===== src/trc_pkg.sv =====
// package: register map, field layout and timing of the transceiver control
package trc_pkg;

  // register offsets
  localparam logic [7:0] CHIP_STATE_CONTROL_OFS = 8'h00;
  localparam logic [7:0] PROTOCOL_SELECT_OFS = 8'h01;
  localparam logic [7:0] TYPE_B_TRANSMIT_OPTIONS_OFS = 8'h02;
  localparam logic [7:0] TYPE_A_HIGH_RATE_OPTIONS_OFS = 8'h03;
  localparam logic [7:0] TRANSMIT_TIMER_HIGH_OFS = 8'h04;
  localparam logic [7:0] TRANSMIT_TIMER_LOW_OFS = 8'h05;
  localparam logic [7:0] TRANSMIT_PULSE_LENGTH_OFS = 8'h06;
  localparam logic [7:0] NO_RESPONSE_TIMEOUT_OFS = 8'h07;
  localparam logic [7:0] RECEIVE_WAIT_TIME_OFS = 8'h08;
  localparam logic [7:0] MODULATOR_CLOCK_OUTPUT_CONTROL_OFS = 8'h09;
  localparam logic [7:0] RECEIVE_SPECIAL_SETTING_OFS = 8'h0a;
  localparam logic [7:0] REGULATOR_IO_CONTROL_OFS = 8'h0b;
  localparam logic [7:0] INTERRUPT_STATUS_OFS = 8'h0c;
  localparam logic [7:0] COLLISION_AND_IRQ_MASK_OFS = 8'h0d;
  localparam logic [7:0] COLLISION_LOCATION_OFS = 8'h0e;
  localparam logic [7:0] SIGNAL_LEVEL_OSC_STATUS_OFS = 8'h0f;
  localparam logic [7:0] SPECIAL_FUNCTION_A_OFS = 8'h10;
  localparam logic [7:0] SPECIAL_FUNCTION_B_OFS = 8'h11;
  localparam logic [7:0] SCRATCH_BYTE_A_OFS = 8'h12;
  localparam logic [7:0] SCRATCH_BYTE_B_OFS = 8'h13;
  localparam logic [7:0] BUFFER_IRQ_LEVELS_OFS = 8'h14;
  localparam logic [7:0] RESERVED_15_OFS = 8'h15;
  localparam logic [7:0] LOW_FIELD_LEVEL_OFS = 8'h16;
  localparam logic [7:0] TARGET_IDENTIFIER_OFS = 8'h17;
  localparam logic [7:0] TARGET_DETECT_LEVEL_OFS = 8'h18;
  localparam logic [7:0] TARGET_PROTOCOL_OFS = 8'h19;
  localparam logic [7:0] FACTORY_CHECK_A_OFS = 8'h1a;
  localparam logic [7:0] FACTORY_CHECK_B_OFS = 8'h1b;
  localparam logic [7:0] BUFFER_STATUS_OFS = 8'h1c;
  localparam logic [7:0] TRANSMIT_LENGTH_FIRST_OFS = 8'h1d;
  localparam logic [7:0] TRANSMIT_LENGTH_SECOND_OFS = 8'h1e;
  localparam logic [7:0] BUFFER_DATA_PORT_OFS = 8'h1f;
  localparam logic [7:0] LAST_OFS = 8'h1f;
  localparam int unsigned NUM_REGS = 32;

  // chip state control fields
  localparam int unsigned STANDBY_BIT = 7;
  localparam int unsigned DIRECT_BIT = 6;
  localparam int unsigned FIELD_ENABLE_BIT = 5;
  localparam int unsigned DRIVE_STRENGTH_BIT = 4;
  localparam int unsigned RX_INPUT_SEL_BIT = 3;
  localparam int unsigned FORCED_RX_BIT = 1;
  localparam int unsigned SUPPLY_RANGE_BIT = 0;
  localparam logic [7:0] CHIP_STATE_WRITE_MASK = 8'hfb;
  // protocol select and modulator fields
  localparam int unsigned DIRECT_TYPE_BIT = 6;
  localparam logic [7:0] CLOCK_DIVIDER_MASK = 8'h30;
  // collision and mask register: position in 7:6, mask in 5:0
  localparam logic [7:0] COLLISION_HW_MASK = 8'hc0;
  localparam int unsigned TARGET_ID_BYTES = 10;

  // reset and protocol default values
  localparam logic [7:0] CHIP_STATE_RESET = 8'h01;
  localparam logic [7:0] PROTOCOL_SELECT_RESET = 8'h02;
  localparam logic [7:0] RECEIVE_SPECIAL_RESET = 8'h10;
  localparam logic [7:0] REGULATOR_IO_RESET = 8'h87;
  localparam logic [7:0] COLLISION_MASK_RESET = 8'h3e;
  localparam logic [7:0] ZERO_RESET = 8'h00;

  // timing
  localparam int unsigned CLK_PERIOD_NS = 10;
  localparam int unsigned STARTUP_TIME_NS = 100000;
  localparam int unsigned STARTUP_CYCLES =
    (STARTUP_TIME_NS + CLK_PERIOD_NS - 1) / CLK_PERIOD_NS;

  // control levels steering the front end
  typedef struct packed {
    logic standby;
    logic direct_mode_enable;
    logic direct_mode_one;
    logic transmitter_on;
    logic receiver_on;
    logic tx_oscillator_on;
    logic output_drive_strength_select;
    logic receive_input_select;
    logic supply_range_select;
  } trc_ctrl_type;

  // host register port request
  typedef struct packed {
    logic [7:0] addr;
    logic wr;
    logic rd;
    logic [7:0] wdata;
  } trc_req_type;

  // preset value of each register
  function automatic logic [7:0] reset_value(input logic [4:0] idx);
    logic [7:0] v;
    v = ZERO_RESET;
    unique case ({3'h0, idx})
      CHIP_STATE_CONTROL_OFS: v = CHIP_STATE_RESET;
      PROTOCOL_SELECT_OFS: v = PROTOCOL_SELECT_RESET;
      RECEIVE_SPECIAL_SETTING_OFS: v = RECEIVE_SPECIAL_RESET;
      REGULATOR_IO_CONTROL_OFS: v = REGULATOR_IO_RESET;
      COLLISION_AND_IRQ_MASK_OFS: v = COLLISION_MASK_RESET;
      default: v = ZERO_RESET;
    endcase
    return v;
  endfunction : reset_value

  // bits the host may write in each stored register
  function automatic logic [7:0] write_mask(input logic [4:0] idx);
    logic [7:0] m;
    m = 8'hff;
    unique case ({3'h0, idx})
      CHIP_STATE_CONTROL_OFS: m = CHIP_STATE_WRITE_MASK;
      INTERRUPT_STATUS_OFS,
      COLLISION_LOCATION_OFS,
      SIGNAL_LEVEL_OSC_STATUS_OFS,
      TARGET_IDENTIFIER_OFS,
      BUFFER_STATUS_OFS,
      BUFFER_DATA_PORT_OFS: m = 8'h00;
      default: m = 8'hff;
    endcase
    return m;
  endfunction : write_mask

endpackage : trc_pkg


===== src/trc_register_map.sv =====
// transceiver control register map and chip state control logic
//
// Summary of operation
// - Standby bit set enters standby; cleared means active operation.
// - Direct bit set selects direct mode; cleared uses automatic framing.
// - Field enable on: transmitter and receivers on; off: transmitter off.
// - Drive strength bit: one is half power, zero is full power.
// - Receive input select: one picks auxiliary input, zero primary input.
// - Forced receiver bit enables receiver and transmit oscillator.
// - Lowest chip state bit selects five-volt (1) or three-volt (0) supply.
// - Target identifier is write-only, up to ten bytes, never read back.
// - Collision position shares a register with mask bits; host writes reach both, but only the mask bits in a cycle with a collision update.
// - Protocol selection write reloads option registers with defaults.
// - Clock divider bits keep their values across protocol selection.
// - Direct-mode type bit: cleared is direct mode 0, set is mode 1.
`timescale 1ns/1ns

module trc_register_map #(
  parameter int unsigned STARTUP_CYCLES = trc_pkg::STARTUP_CYCLES,
  parameter int unsigned ID_BYTES = trc_pkg::TARGET_ID_BYTES
) (
  input wire logic clk, // 100 MHz system clock
  input wire logic rst, // asynchronous reset, active high
  input wire logic enable_pin, // chip enable pin, asynchronous
  input wire trc_pkg::trc_req_type host_req, // host register request
  output logic [7:0] host_rdata, // read data
  output logic host_rvalid, // read data valid pulse
  input wire logic [7:0] irq_status_in, // interrupt status from core
  input wire logic collision_update, // load collision position pulse
  input wire logic [1:0] collision_high_in, // collision position high bits
  input wire logic [7:0] collision_location_in, // remaining collision bits
  input wire logic [7:0] signal_level_in, // signal level and osc status
  input wire logic [7:0] buffer_status_in, // buffer status from core
  input wire logic [7:0] buffer_rdata_in, // buffer read data
  output trc_pkg::trc_ctrl_type ctrl, // front end control levels
  output logic full_operation, // start-up interval elapsed
  output logic [10:0][7:0] config_out, // protocol and option bytes
  output logic [5:0] irq_mask_out, // interrupt mask bits
  output logic [ID_BYTES-1:0][7:0] target_id_out, // target identifier
  output logic buffer_wr, // buffer write pulse
  output logic buffer_rd, // buffer read pulse
  output logic [7:0] buffer_wdata // buffer write data
);

  localparam int unsigned CNT_W = $clog2(STARTUP_CYCLES + 1);
  localparam int unsigned IDX_W = $clog2(ID_BYTES + 1);

  logic en_meta_r;
  logic en_sync_r;
  logic preset;
  logic [7:0] regs_r [trc_pkg::NUM_REGS];
  logic mapped;
  logic [4:0] idx;
  logic wr_hit;
  logic proto_reload;
  logic [7:0] rdata_nxt;
  logic [IDX_W-1:0] id_idx_r;
  logic [CNT_W-1:0] start_cnt_r;
  trc_pkg::trc_ctrl_type ctrl_r;
  trc_pkg::trc_ctrl_type ctrl_nxt;
  logic full_op_r;
  logic rvalid_r;
  logic [7:0] rdata_r;
  logic buf_wr_r;
  logic buf_rd_r;
  logic [7:0] buf_wdata_r;
  logic [ID_BYTES-1:0][7:0] id_r;

  // enable pin crosses in through two flops before any use
  always_ff @(posedge clk or posedge rst) begin
    if (rst) begin
      en_meta_r <= 1'b0;
      en_sync_r <= 1'b0;
    end else begin
      en_meta_r <= enable_pin;
      en_sync_r <= en_meta_r;
    end
  end

  // pin held low presets the whole map, like power-on
  assign preset = ~en_sync_r;

  // address decode; everything above the map is unmapped
  assign mapped = (host_req.addr <= trc_pkg::LAST_OFS);
  assign idx = host_req.addr[4:0];
  assign wr_hit = host_req.wr & mapped;
  assign proto_reload = wr_hit &
    (host_req.addr == trc_pkg::PROTOCOL_SELECT_OFS);

  // one flop array entry per register, each with its own update logic
  for (genvar i = 0; i < trc_pkg::NUM_REGS; i++) begin : g_reg
    localparam logic [4:0] IDX = 5'(i);
    localparam logic [7:0] OFS = {3'h0, IDX};
    localparam logic [7:0] RST = trc_pkg::reset_value(IDX);
    localparam logic [7:0] WMASK = trc_pkg::write_mask(IDX);
    localparam bit IS_OPTION =
      (OFS >= trc_pkg::TYPE_B_TRANSMIT_OPTIONS_OFS) &&
      (OFS <= trc_pkg::REGULATOR_IO_CONTROL_OFS);
    localparam bit IS_CLKDIV =
      (OFS == trc_pkg::MODULATOR_CLOCK_OUTPUT_CONTROL_OFS);
    localparam bit IS_COLL =
      (OFS == trc_pkg::COLLISION_AND_IRQ_MASK_OFS);
    logic [7:0] wval;
    logic [7:0] rval;

    // host write merges only writable bits; reserved ones stay at preset
    assign wval = (host_req.wdata & WMASK) | (regs_r[i] & ~WMASK);
    // protocol defaults, but the clock divider bits survive the reload
    assign rval = IS_CLKDIV ?
      ((RST & ~trc_pkg::CLOCK_DIVIDER_MASK) |
       (regs_r[i] & trc_pkg::CLOCK_DIVIDER_MASK)) : RST;

    always_ff @(posedge clk or posedge rst) begin
      if (rst) begin
        regs_r[i] <= RST;
      end else if (preset) begin
        regs_r[i] <= RST;
      end else if (IS_OPTION && proto_reload) begin
        regs_r[i] <= rval;
      end else if (IS_COLL && collision_update) begin
        // a fresh collision position wins over a host write in the same cycle; mask bits still take the write
        regs_r[i] <= {collision_high_in, regs_r[i][5:0]};
        if (wr_hit && idx == IDX) begin
          regs_r[i][5:0] <= host_req.wdata[5:0];
        end
      end else if (wr_hit && idx == IDX) begin
        regs_r[i] <= wval;
      end
    end
  end

  // target identifier bytes fill in order; any other access rewinds
  always_ff @(posedge clk or posedge rst) begin
    if (rst) begin
      id_idx_r <= '0;
    end else if (preset) begin
      id_idx_r <= '0;
    end else if (wr_hit &&
                 host_req.addr == trc_pkg::TARGET_IDENTIFIER_OFS) begin
      if (id_idx_r != IDX_W'(ID_BYTES)) begin
        id_idx_r <= id_idx_r + 1'b1;
      end
    end else if (host_req.wr || host_req.rd) begin
      id_idx_r <= '0;
    end
  end

  // identifier storage; bytes past the tenth are dropped
  for (genvar b = 0; b < ID_BYTES; b++) begin : g_id
    always_ff @(posedge clk or posedge rst) begin
      if (rst) begin
        id_r[b] <= trc_pkg::ZERO_RESET;
      end else if (preset) begin
        id_r[b] <= trc_pkg::ZERO_RESET;
      end else if (wr_hit &&
                   host_req.addr == trc_pkg::TARGET_IDENTIFIER_OFS &&
                   id_idx_r == IDX_W'(b)) begin
        id_r[b] <= host_req.wdata;
      end
    end
  end

  // read mux: live status for read-only registers, zero where hidden
  always_comb begin
    rdata_nxt = 8'h00;
    if (mapped) begin
      unique case (host_req.addr)
        trc_pkg::INTERRUPT_STATUS_OFS: rdata_nxt = irq_status_in;
        trc_pkg::COLLISION_LOCATION_OFS:
          rdata_nxt = collision_location_in;
        trc_pkg::SIGNAL_LEVEL_OSC_STATUS_OFS: rdata_nxt = signal_level_in;
        trc_pkg::TARGET_IDENTIFIER_OFS: rdata_nxt = 8'h00;
        trc_pkg::BUFFER_STATUS_OFS: rdata_nxt = buffer_status_in;
        trc_pkg::BUFFER_DATA_PORT_OFS: rdata_nxt = buffer_rdata_in;
        default: rdata_nxt = regs_r[idx];
      endcase
    end else begin
      rdata_nxt = 8'h00;
    end
  end

  // read answer one cycle after the strobe
  always_ff @(posedge clk or posedge rst) begin
    if (rst) begin
      rdata_r <= 8'h00;
      rvalid_r <= 1'b0;
    end else begin
      rvalid_r <= host_req.rd & ~host_req.wr;
      if (host_req.rd && !host_req.wr) begin
        rdata_r <= rdata_nxt;
      end
    end
  end

  // buffer data port passes straight through as strobes
  always_ff @(posedge clk or posedge rst) begin
    if (rst) begin
      buf_wr_r <= 1'b0;
      buf_rd_r <= 1'b0;
      buf_wdata_r <= 8'h00;
    end else begin
      buf_wr_r <= wr_hit &&
        host_req.addr == trc_pkg::BUFFER_DATA_PORT_OFS;
      buf_rd_r <= host_req.rd && !host_req.wr &&
        host_req.addr == trc_pkg::BUFFER_DATA_PORT_OFS;
      if (wr_hit && host_req.addr == trc_pkg::BUFFER_DATA_PORT_OFS) begin
        buf_wdata_r <= host_req.wdata;
      end
    end
  end

  // decode chip state control into front end levels
  always_comb begin
    logic [7:0] cs;
    cs = regs_r[trc_pkg::CHIP_STATE_CONTROL_OFS[4:0]];
    ctrl_nxt.standby = cs[trc_pkg::STANDBY_BIT];
    ctrl_nxt.direct_mode_enable = cs[trc_pkg::DIRECT_BIT];
    // type bit only matters while direct mode is entered
    ctrl_nxt.direct_mode_one = cs[trc_pkg::DIRECT_BIT] &
      regs_r[trc_pkg::PROTOCOL_SELECT_OFS[4:0]]
        [trc_pkg::DIRECT_TYPE_BIT];
    ctrl_nxt.transmitter_on = cs[trc_pkg::FIELD_ENABLE_BIT];
    ctrl_nxt.receiver_on = cs[trc_pkg::FIELD_ENABLE_BIT] |
      cs[trc_pkg::FORCED_RX_BIT];
    ctrl_nxt.tx_oscillator_on = cs[trc_pkg::FIELD_ENABLE_BIT] |
      cs[trc_pkg::FORCED_RX_BIT];
    ctrl_nxt.output_drive_strength_select =
      cs[trc_pkg::DRIVE_STRENGTH_BIT];
    ctrl_nxt.receive_input_select = cs[trc_pkg::RX_INPUT_SEL_BIT];
    ctrl_nxt.supply_range_select = cs[trc_pkg::SUPPLY_RANGE_BIT];
  end

  // registered so the analog side never sees decode glitches
  always_ff @(posedge clk or posedge rst) begin
    if (rst) begin
      ctrl_r <= '0;
    end else begin
      ctrl_r <= ctrl_nxt;
    end
  end

  // start-up timer after leaving standby; host should watch this flag
  always_ff @(posedge clk or posedge rst) begin
    if (rst) begin
      start_cnt_r <= '0;
      full_op_r <= 1'b0;
    end else if (ctrl_r.standby || preset) begin
      start_cnt_r <= '0;
      full_op_r <= 1'b0;
    end else if (start_cnt_r != CNT_W'(STARTUP_CYCLES)) begin
      start_cnt_r <= start_cnt_r + 1'b1;
      full_op_r <= 1'b0;
    end else begin
      full_op_r <= 1'b1;
    end
  end

  // outputs, all from flops
  for (genvar c = 0; c < 11; c++) begin : g_cfg
    assign config_out[c] = regs_r[c + 1];
  end
  assign irq_mask_out =
    regs_r[trc_pkg::COLLISION_AND_IRQ_MASK_OFS[4:0]][5:0];
  assign target_id_out = id_r;
  assign ctrl = ctrl_r;
  assign full_operation = full_op_r;
  assign host_rdata = rdata_r;
  assign host_rvalid = rvalid_r;
  assign buffer_wr = buf_wr_r;
  assign buffer_rd = buf_rd_r;
  assign buffer_wdata = buf_wdata_r;

endmodule : trc_register_map


===== config.mk =====
export PLATFORM = sky130hd
export DESIGN_NAME = trc_register_map
export DESIGN_NICKNAME = d
export VERILOG_FILES = /design/src/trc_pkg.sv /design/src/trc_register_map.sv
export SDC_FILE = /design/constraint.sdc
export NUM_CORES = 1
export LEC_CHECK = 0
export BUFFER_PORTS_ARGS = -buffer_cell sky130_fd_sc_hd__clkbuf_2
export CAP_MARGIN = 0
export CORE_ASPECT_RATIO = 0.8
export CORE_MARGIN = 2
export CORE_UTILIZATION = 30
export CTS_CLUSTER_SIZE = 25
export DETAILED_ROUTE_END_ITERATION = 10
export PLACE_DENSITY = 0.57
export SLEW_MARGIN = 10
export SYNTH_ARGS = -nofsm -noshare
export SYNTH_HDL_FRONTEND = slang
export SYNTH_SLANG_ARGS = --single-unit

===== constraint.sdc =====
create_clock -name clk -period 14.4 [get_ports clk]
set_input_delay 0.72 -clock clk [delete_from_list [all_inputs] [get_ports clk]]
set_output_delay 0.72 -clock clk [all_outputs]
set_load 0.01 [all_outputs]

Word-level counts from Yosys, hierarchy flattened --
Cells that the tools add are included.
Operators by class: add/subtract/negate cells 2, bitwise gates (word level) 9, $lt $le $gt $ge 2, mux-type cells 97, equality and inequality tests 84, reduce and logical (&&, ||, !) cells 48
Operator list (count):
- 2-to-1 mux 8 bit | 86
- == test 5 bit (second input constant) | 13
- != test 2 x 1 -> 1 bit (second input constant) | 27
- case mux 8 bit (6 select lines) | 1
- binary-select mux 8 bit (select 5 bit) | 1
- logical AND 1 bit | 40
- != test 3 x 1 -> 1 bit (second input constant) | 11
- 2-to-1 mux 14 bit | 2
- == test 5 x 4 -> 1 bit (second input constant) | 5
- == test 8 x 4 -> 1 bit (second input constant) | 3
- == test 8 x 5 -> 1 bit (second input constant) | 3
- == test 5 x 3 -> 1 bit (second input constant) | 4
- == test 4 x 3 -> 1 bit (second input constant) | 4
- 2-to-1 mux 4 bit | 4
- adder 14 x 1 -> 14 bit (second input constant) | 1
- != test 14 bit (second input constant) | 1
- == test 5 x 2 -> 1 bit (second input constant) | 2
- == test 4 x 2 -> 1 bit (second input constant) | 2
- == test 4 bit (second input constant) | 2
- == test 8 x 1 -> 1 bit (second input constant) | 1
- <= comparator 8 x 5 -> 1 bit (second input constant) | 1
- OR 8 x 3 -> 8 bit | 1
- >= comparator 6 bit (second input constant) | 1
- 2-to-1 mux 6 bit | 1
- 17 further kinds | 25
Storage, ports and cells: register bits 336, output and inout port bits 203

Longest topological paths before layout --
depth in word-level cells 6, depth in mapped cells 9, depth with buffers taken out 7

Worst setup path after synthesis --
OpenSTA, ideal clock, no wires.
kind input-to-reg, start point input host_req[10] in the netlist's numbering, end point register id_r, in the netlist target_id_out[0], data required time 14.268 ns, library setup time 0.132 ns, cell stages on the path 8, data arrival time 2.469 ns, buffers on the path 3, slack 11.799 ns, path through clkbuf_2 -> buf_4 -> nand3_1 -> nor4_4 -> nand3b_1 -> buf_2 -> mux2i_1 -> nor2_1
On the way: longest elaborated chain between the ends 5
RTL lines:
- start, declared | RTL line trc_register_map.sv:25 | input wire trc_pkg::trc_req_type host_req,
- <= comparator 8 x 5 -> 1 bit | RTL line trc_register_map.sv:84 | assign mapped = (host_req.addr <= trc_pkg::LAST_OFS);
- AND 1 bit | RTL line trc_register_map.sv:86 | assign wr_hit = host_req.wr & mapped;
- logical AND 1 bit * | RTL line trc_register_map.sv:155 | end else if (wr_hit &&
- logical AND 1 bit * | RTL line trc_register_map.sv:156 | host_req.addr == trc_pkg::TARGET_IDENTIFIER_OFS &&
- != test 2 x 1 -> 1 bit (no source line) *
- end signal, assigned by index | RTL line trc_register_map.sv:152 | id_r[b] <= trc_pkg::ZERO_RESET;
- end signal, assigned by index | RTL line trc_register_map.sv:154 | id_r[b] <= trc_pkg::ZERO_RESET;
- end signal, assigned by index | RTL line trc_register_map.sv:158 | id_r[b] <= host_req.wdata;
- end, declared | RTL line trc_register_map.sv:67 | logic [ID_BYTES-1:0][7:0] id_r;
Mark *: on every way between the ends. The rest lies on a longest branch, timed or not. A chain may end at the register's enable or synchronous reset.

Final worst setup path --
start point input host_req[10] in the netlist's numbering, end point register id_r, in the netlist target_id_out[6]
Same word-level chain as after synthesis.

==> out/qor.csv <==
metric,value,unit
Die X,269,um
CP top delay family,simple AND/OR/NAND/NOR gates,
clk_skew,0.0289,ns
die height,216,um
type of origin of the critical path,input pin,
fin worst setup slack,10.67,ns
"top cells by area, synth","dfrtp_1, nand3_1, a21oi_1",
"Seq/Total Area, Yosys",0.499,
VDD IR-drop max,71.9,uV
via/cell ratio,5.32,
IO Count,267,
CTS Root Buffer Type,clkbuf_16,
Global Route Usage Sum,0.198,
layout cells sized above 1,0.238,
TritonCTS clock tree,yes,
cell-by-cell trace of the critical path,buf_4 > buf_4 > nand3_1 > nor4_4 > nand3b_1 > mux2i_1 > nor2_1,
async set or reset register ratio after synthesis,1.00,
final period utilization,0.259,
beginning of the worst register-to-register path,en_sync_r,
Fin Setup TNS,0,ns
"commonest non-fill, non-tap cell in the layout",dfrtp_1,
synthesized area,16800,sq um
#FFs+latches synth,335,
hold buffer count at cts,0,
Final Core Density,0.349,
Worst Hold Launch,enable_pin,
RSZ-0062 raised after global routing,false,
Hold Crit Class,in -> reg,
Relative slew margins,0.177,
power density cells,109,nW/um^2
number of routed nets with antenna violations,0,
clock period minus worst slack,3.73,ns
Max-Cap Viols,0,
DRC errors left,0,
Hold Path Stages,1,
Clock Sink Count,335,
Inserted Clock Buffers,37,
final RePlAce weighted congestion,0.868,
worst skew pair latency,0.55,ns
CTS Buffer Depth,3,
DRT Pass-1 Iters,6,
Worst path most repeated cell,buf_4,
WP buf/inv,2,
endpoints failing setup,0,
kind of end point of the critical path,flop,
arrival time worst endpoint,4.11,ns
Synth area leader,dfrtp_1,
Overflow after GRT,0,
Floorplan Core Area,55300,sq um
status,completed,
Leak,8.90,nW
final hold vios,0,
routed vias,13900,
Avg Inst Size Synth,9.57,sq um
Hold WS,0.303,ns
synth warn,0,
first-pass GRT wire length,87600,um
drt initial violations,1643,
post-CTS resize count,0,
initial antenna violation count,1,
buffers added on ports,266,
"commonest cells after routing, fill and taps aside","dfrtp_1, clkbuf_2, nand2_1, nand3_1, a21oi_1",
"Slowest-stage cell, CP",nor4_4,
effective utilization at floorplan,0.304,
total die area,58000,sq um
pre-CTS setup slack,10.13,ns
top achievable clock speed,268,MHz
Worst Hold End,en_meta_r,
vias in the first global route,13600,
area grow syn2layout,14.7,%
r2r worst-path depth,5,
"slowest stage delay, CP",0.85,ns
mean routed wirelength per cell,22.2,um
share of the synthesized area in the top cell type,0.481,
Post-CTS Repair Setup Buffers,0,
# nets final,1914,
Tot Pwr,2.10,mW
"Max FO, Critical Path",47,
"Distinct cells, synth",63,
register-to-register setup slack,11.56,ns
pin count of the biggest net entering global routing,144,
crit path kind,in -> reg,
Least-Margin Pin Slew,1.24,ns
DP HPWL,37900,um
main flop type after synthesis,dfrtp_1,
Mapped Nets,1827,
row cnt,77,
Syn Inst Count,1757,
Final Max Tran Viols,0,
Reg-to-Reg End,config_out[80],
CP Data Required Time,14.79,ns
"Clk pin slew, worst setup/hold paths",0.06,ns
detailed-route wire length,58200,um
Post-synth EDFFs,0,
H-Tree Depth,2,
==> power by group <==
part,internal [mW],switching (mW)
clock,0.601,0.409
combinational,0.0312,0.111
sequential,0.945,0.00295
==> area by class of cell <==
| type | instances | area, sq um |
|---|---|---|
| Clock buffer | 52 | 1080 |
| Sequential cell | 335 | 8400 |
| Antenna cell | 1 | 2.50 |
| Multi-Input combinational cell | 1159 | 7060 |
| Inverter | 16 | 72.6 |
| Timing Repair Buffer | 295 | 1550 |
| Tap cell | 750 | 938 |
| Clock inverter | 14 | 189 |
| Fill cell | 5714 | 36000 |
==> cell usage after synthesis (14+ instances only) <==
master    instances
clkbuf_1        115
mux2i_1          92
nand3_1         233
inv_1            14
a21oi_1         209
buf_2            24
mux4_2           29
nand2_1         263
dfrtp_1         323
nor2_1          108
buf_4            96
mux2_2           30
a221oi_1         15
==> worst max-delay path by stage <==
stage	from	depth (start not counted)	slack, ns	endpoint
after floorplan	rst	1	4.42	buffer_rd
after global placement	host_req[10]	7	10.25	target_id_out[9]
after detailed placement	host_req[10]	7	10.13	target_id_out[16]
after CTS	host_req[10]	7	10.68	target_id_out[6]
after global routing	host_req[10]	7	10.40	target_id_out[16]
final	host_req[10]	7	10.67	target_id_out[6]
==> flip-flops by register name, summed over array words and instances, names as in the netlist <==
register	count
buffer_rd	1
buffer_wdata	8
buffer_wr	1
config_out	88
ctrl	8
ctrl_nxt	6
en_meta_r	1
en_sync_r	1
full_operation	1
host_rdata	8
host_rvalid	1
id_idx_r	4
irq_mask_out	6
regs_r	107
start_cnt_r	14
target_id_out	80
==> routing by layer <==
metal	up-vias	wire length [um]	track usage	share of wire
met2	535	26300	0.296	0.45
met4	0	958	0.0448	0.016
met3	64	5010	0.0534	0.086
met1	7112	25900	0.284	0.45
li1	6236	-	-	-
met5	-	0	0	0
==> cells by family after synthesis <==
| kind of cell | share of synthesized area |
|---|---|
| mux | 0.114 |
| fa+ha+maj | 0.00446 |
| flops | 0.499 |
| xor+xnor | 0.00521 |
| compound gates | 0.107 |
| buf+inv | 0.0820 |
| simple gates | 0.188 |
==> through the flow <==
step / std cells / area (sq um)
floorplan: 1757 / 16800
global placement: 2555 / 18000
detailed placement: 2555 / 18000
CTS: 2621 / 19300
global route: 2622 / 19300
finish: 2622 / 19300
No activity file was read; power rests on OpenSTA's default activity.
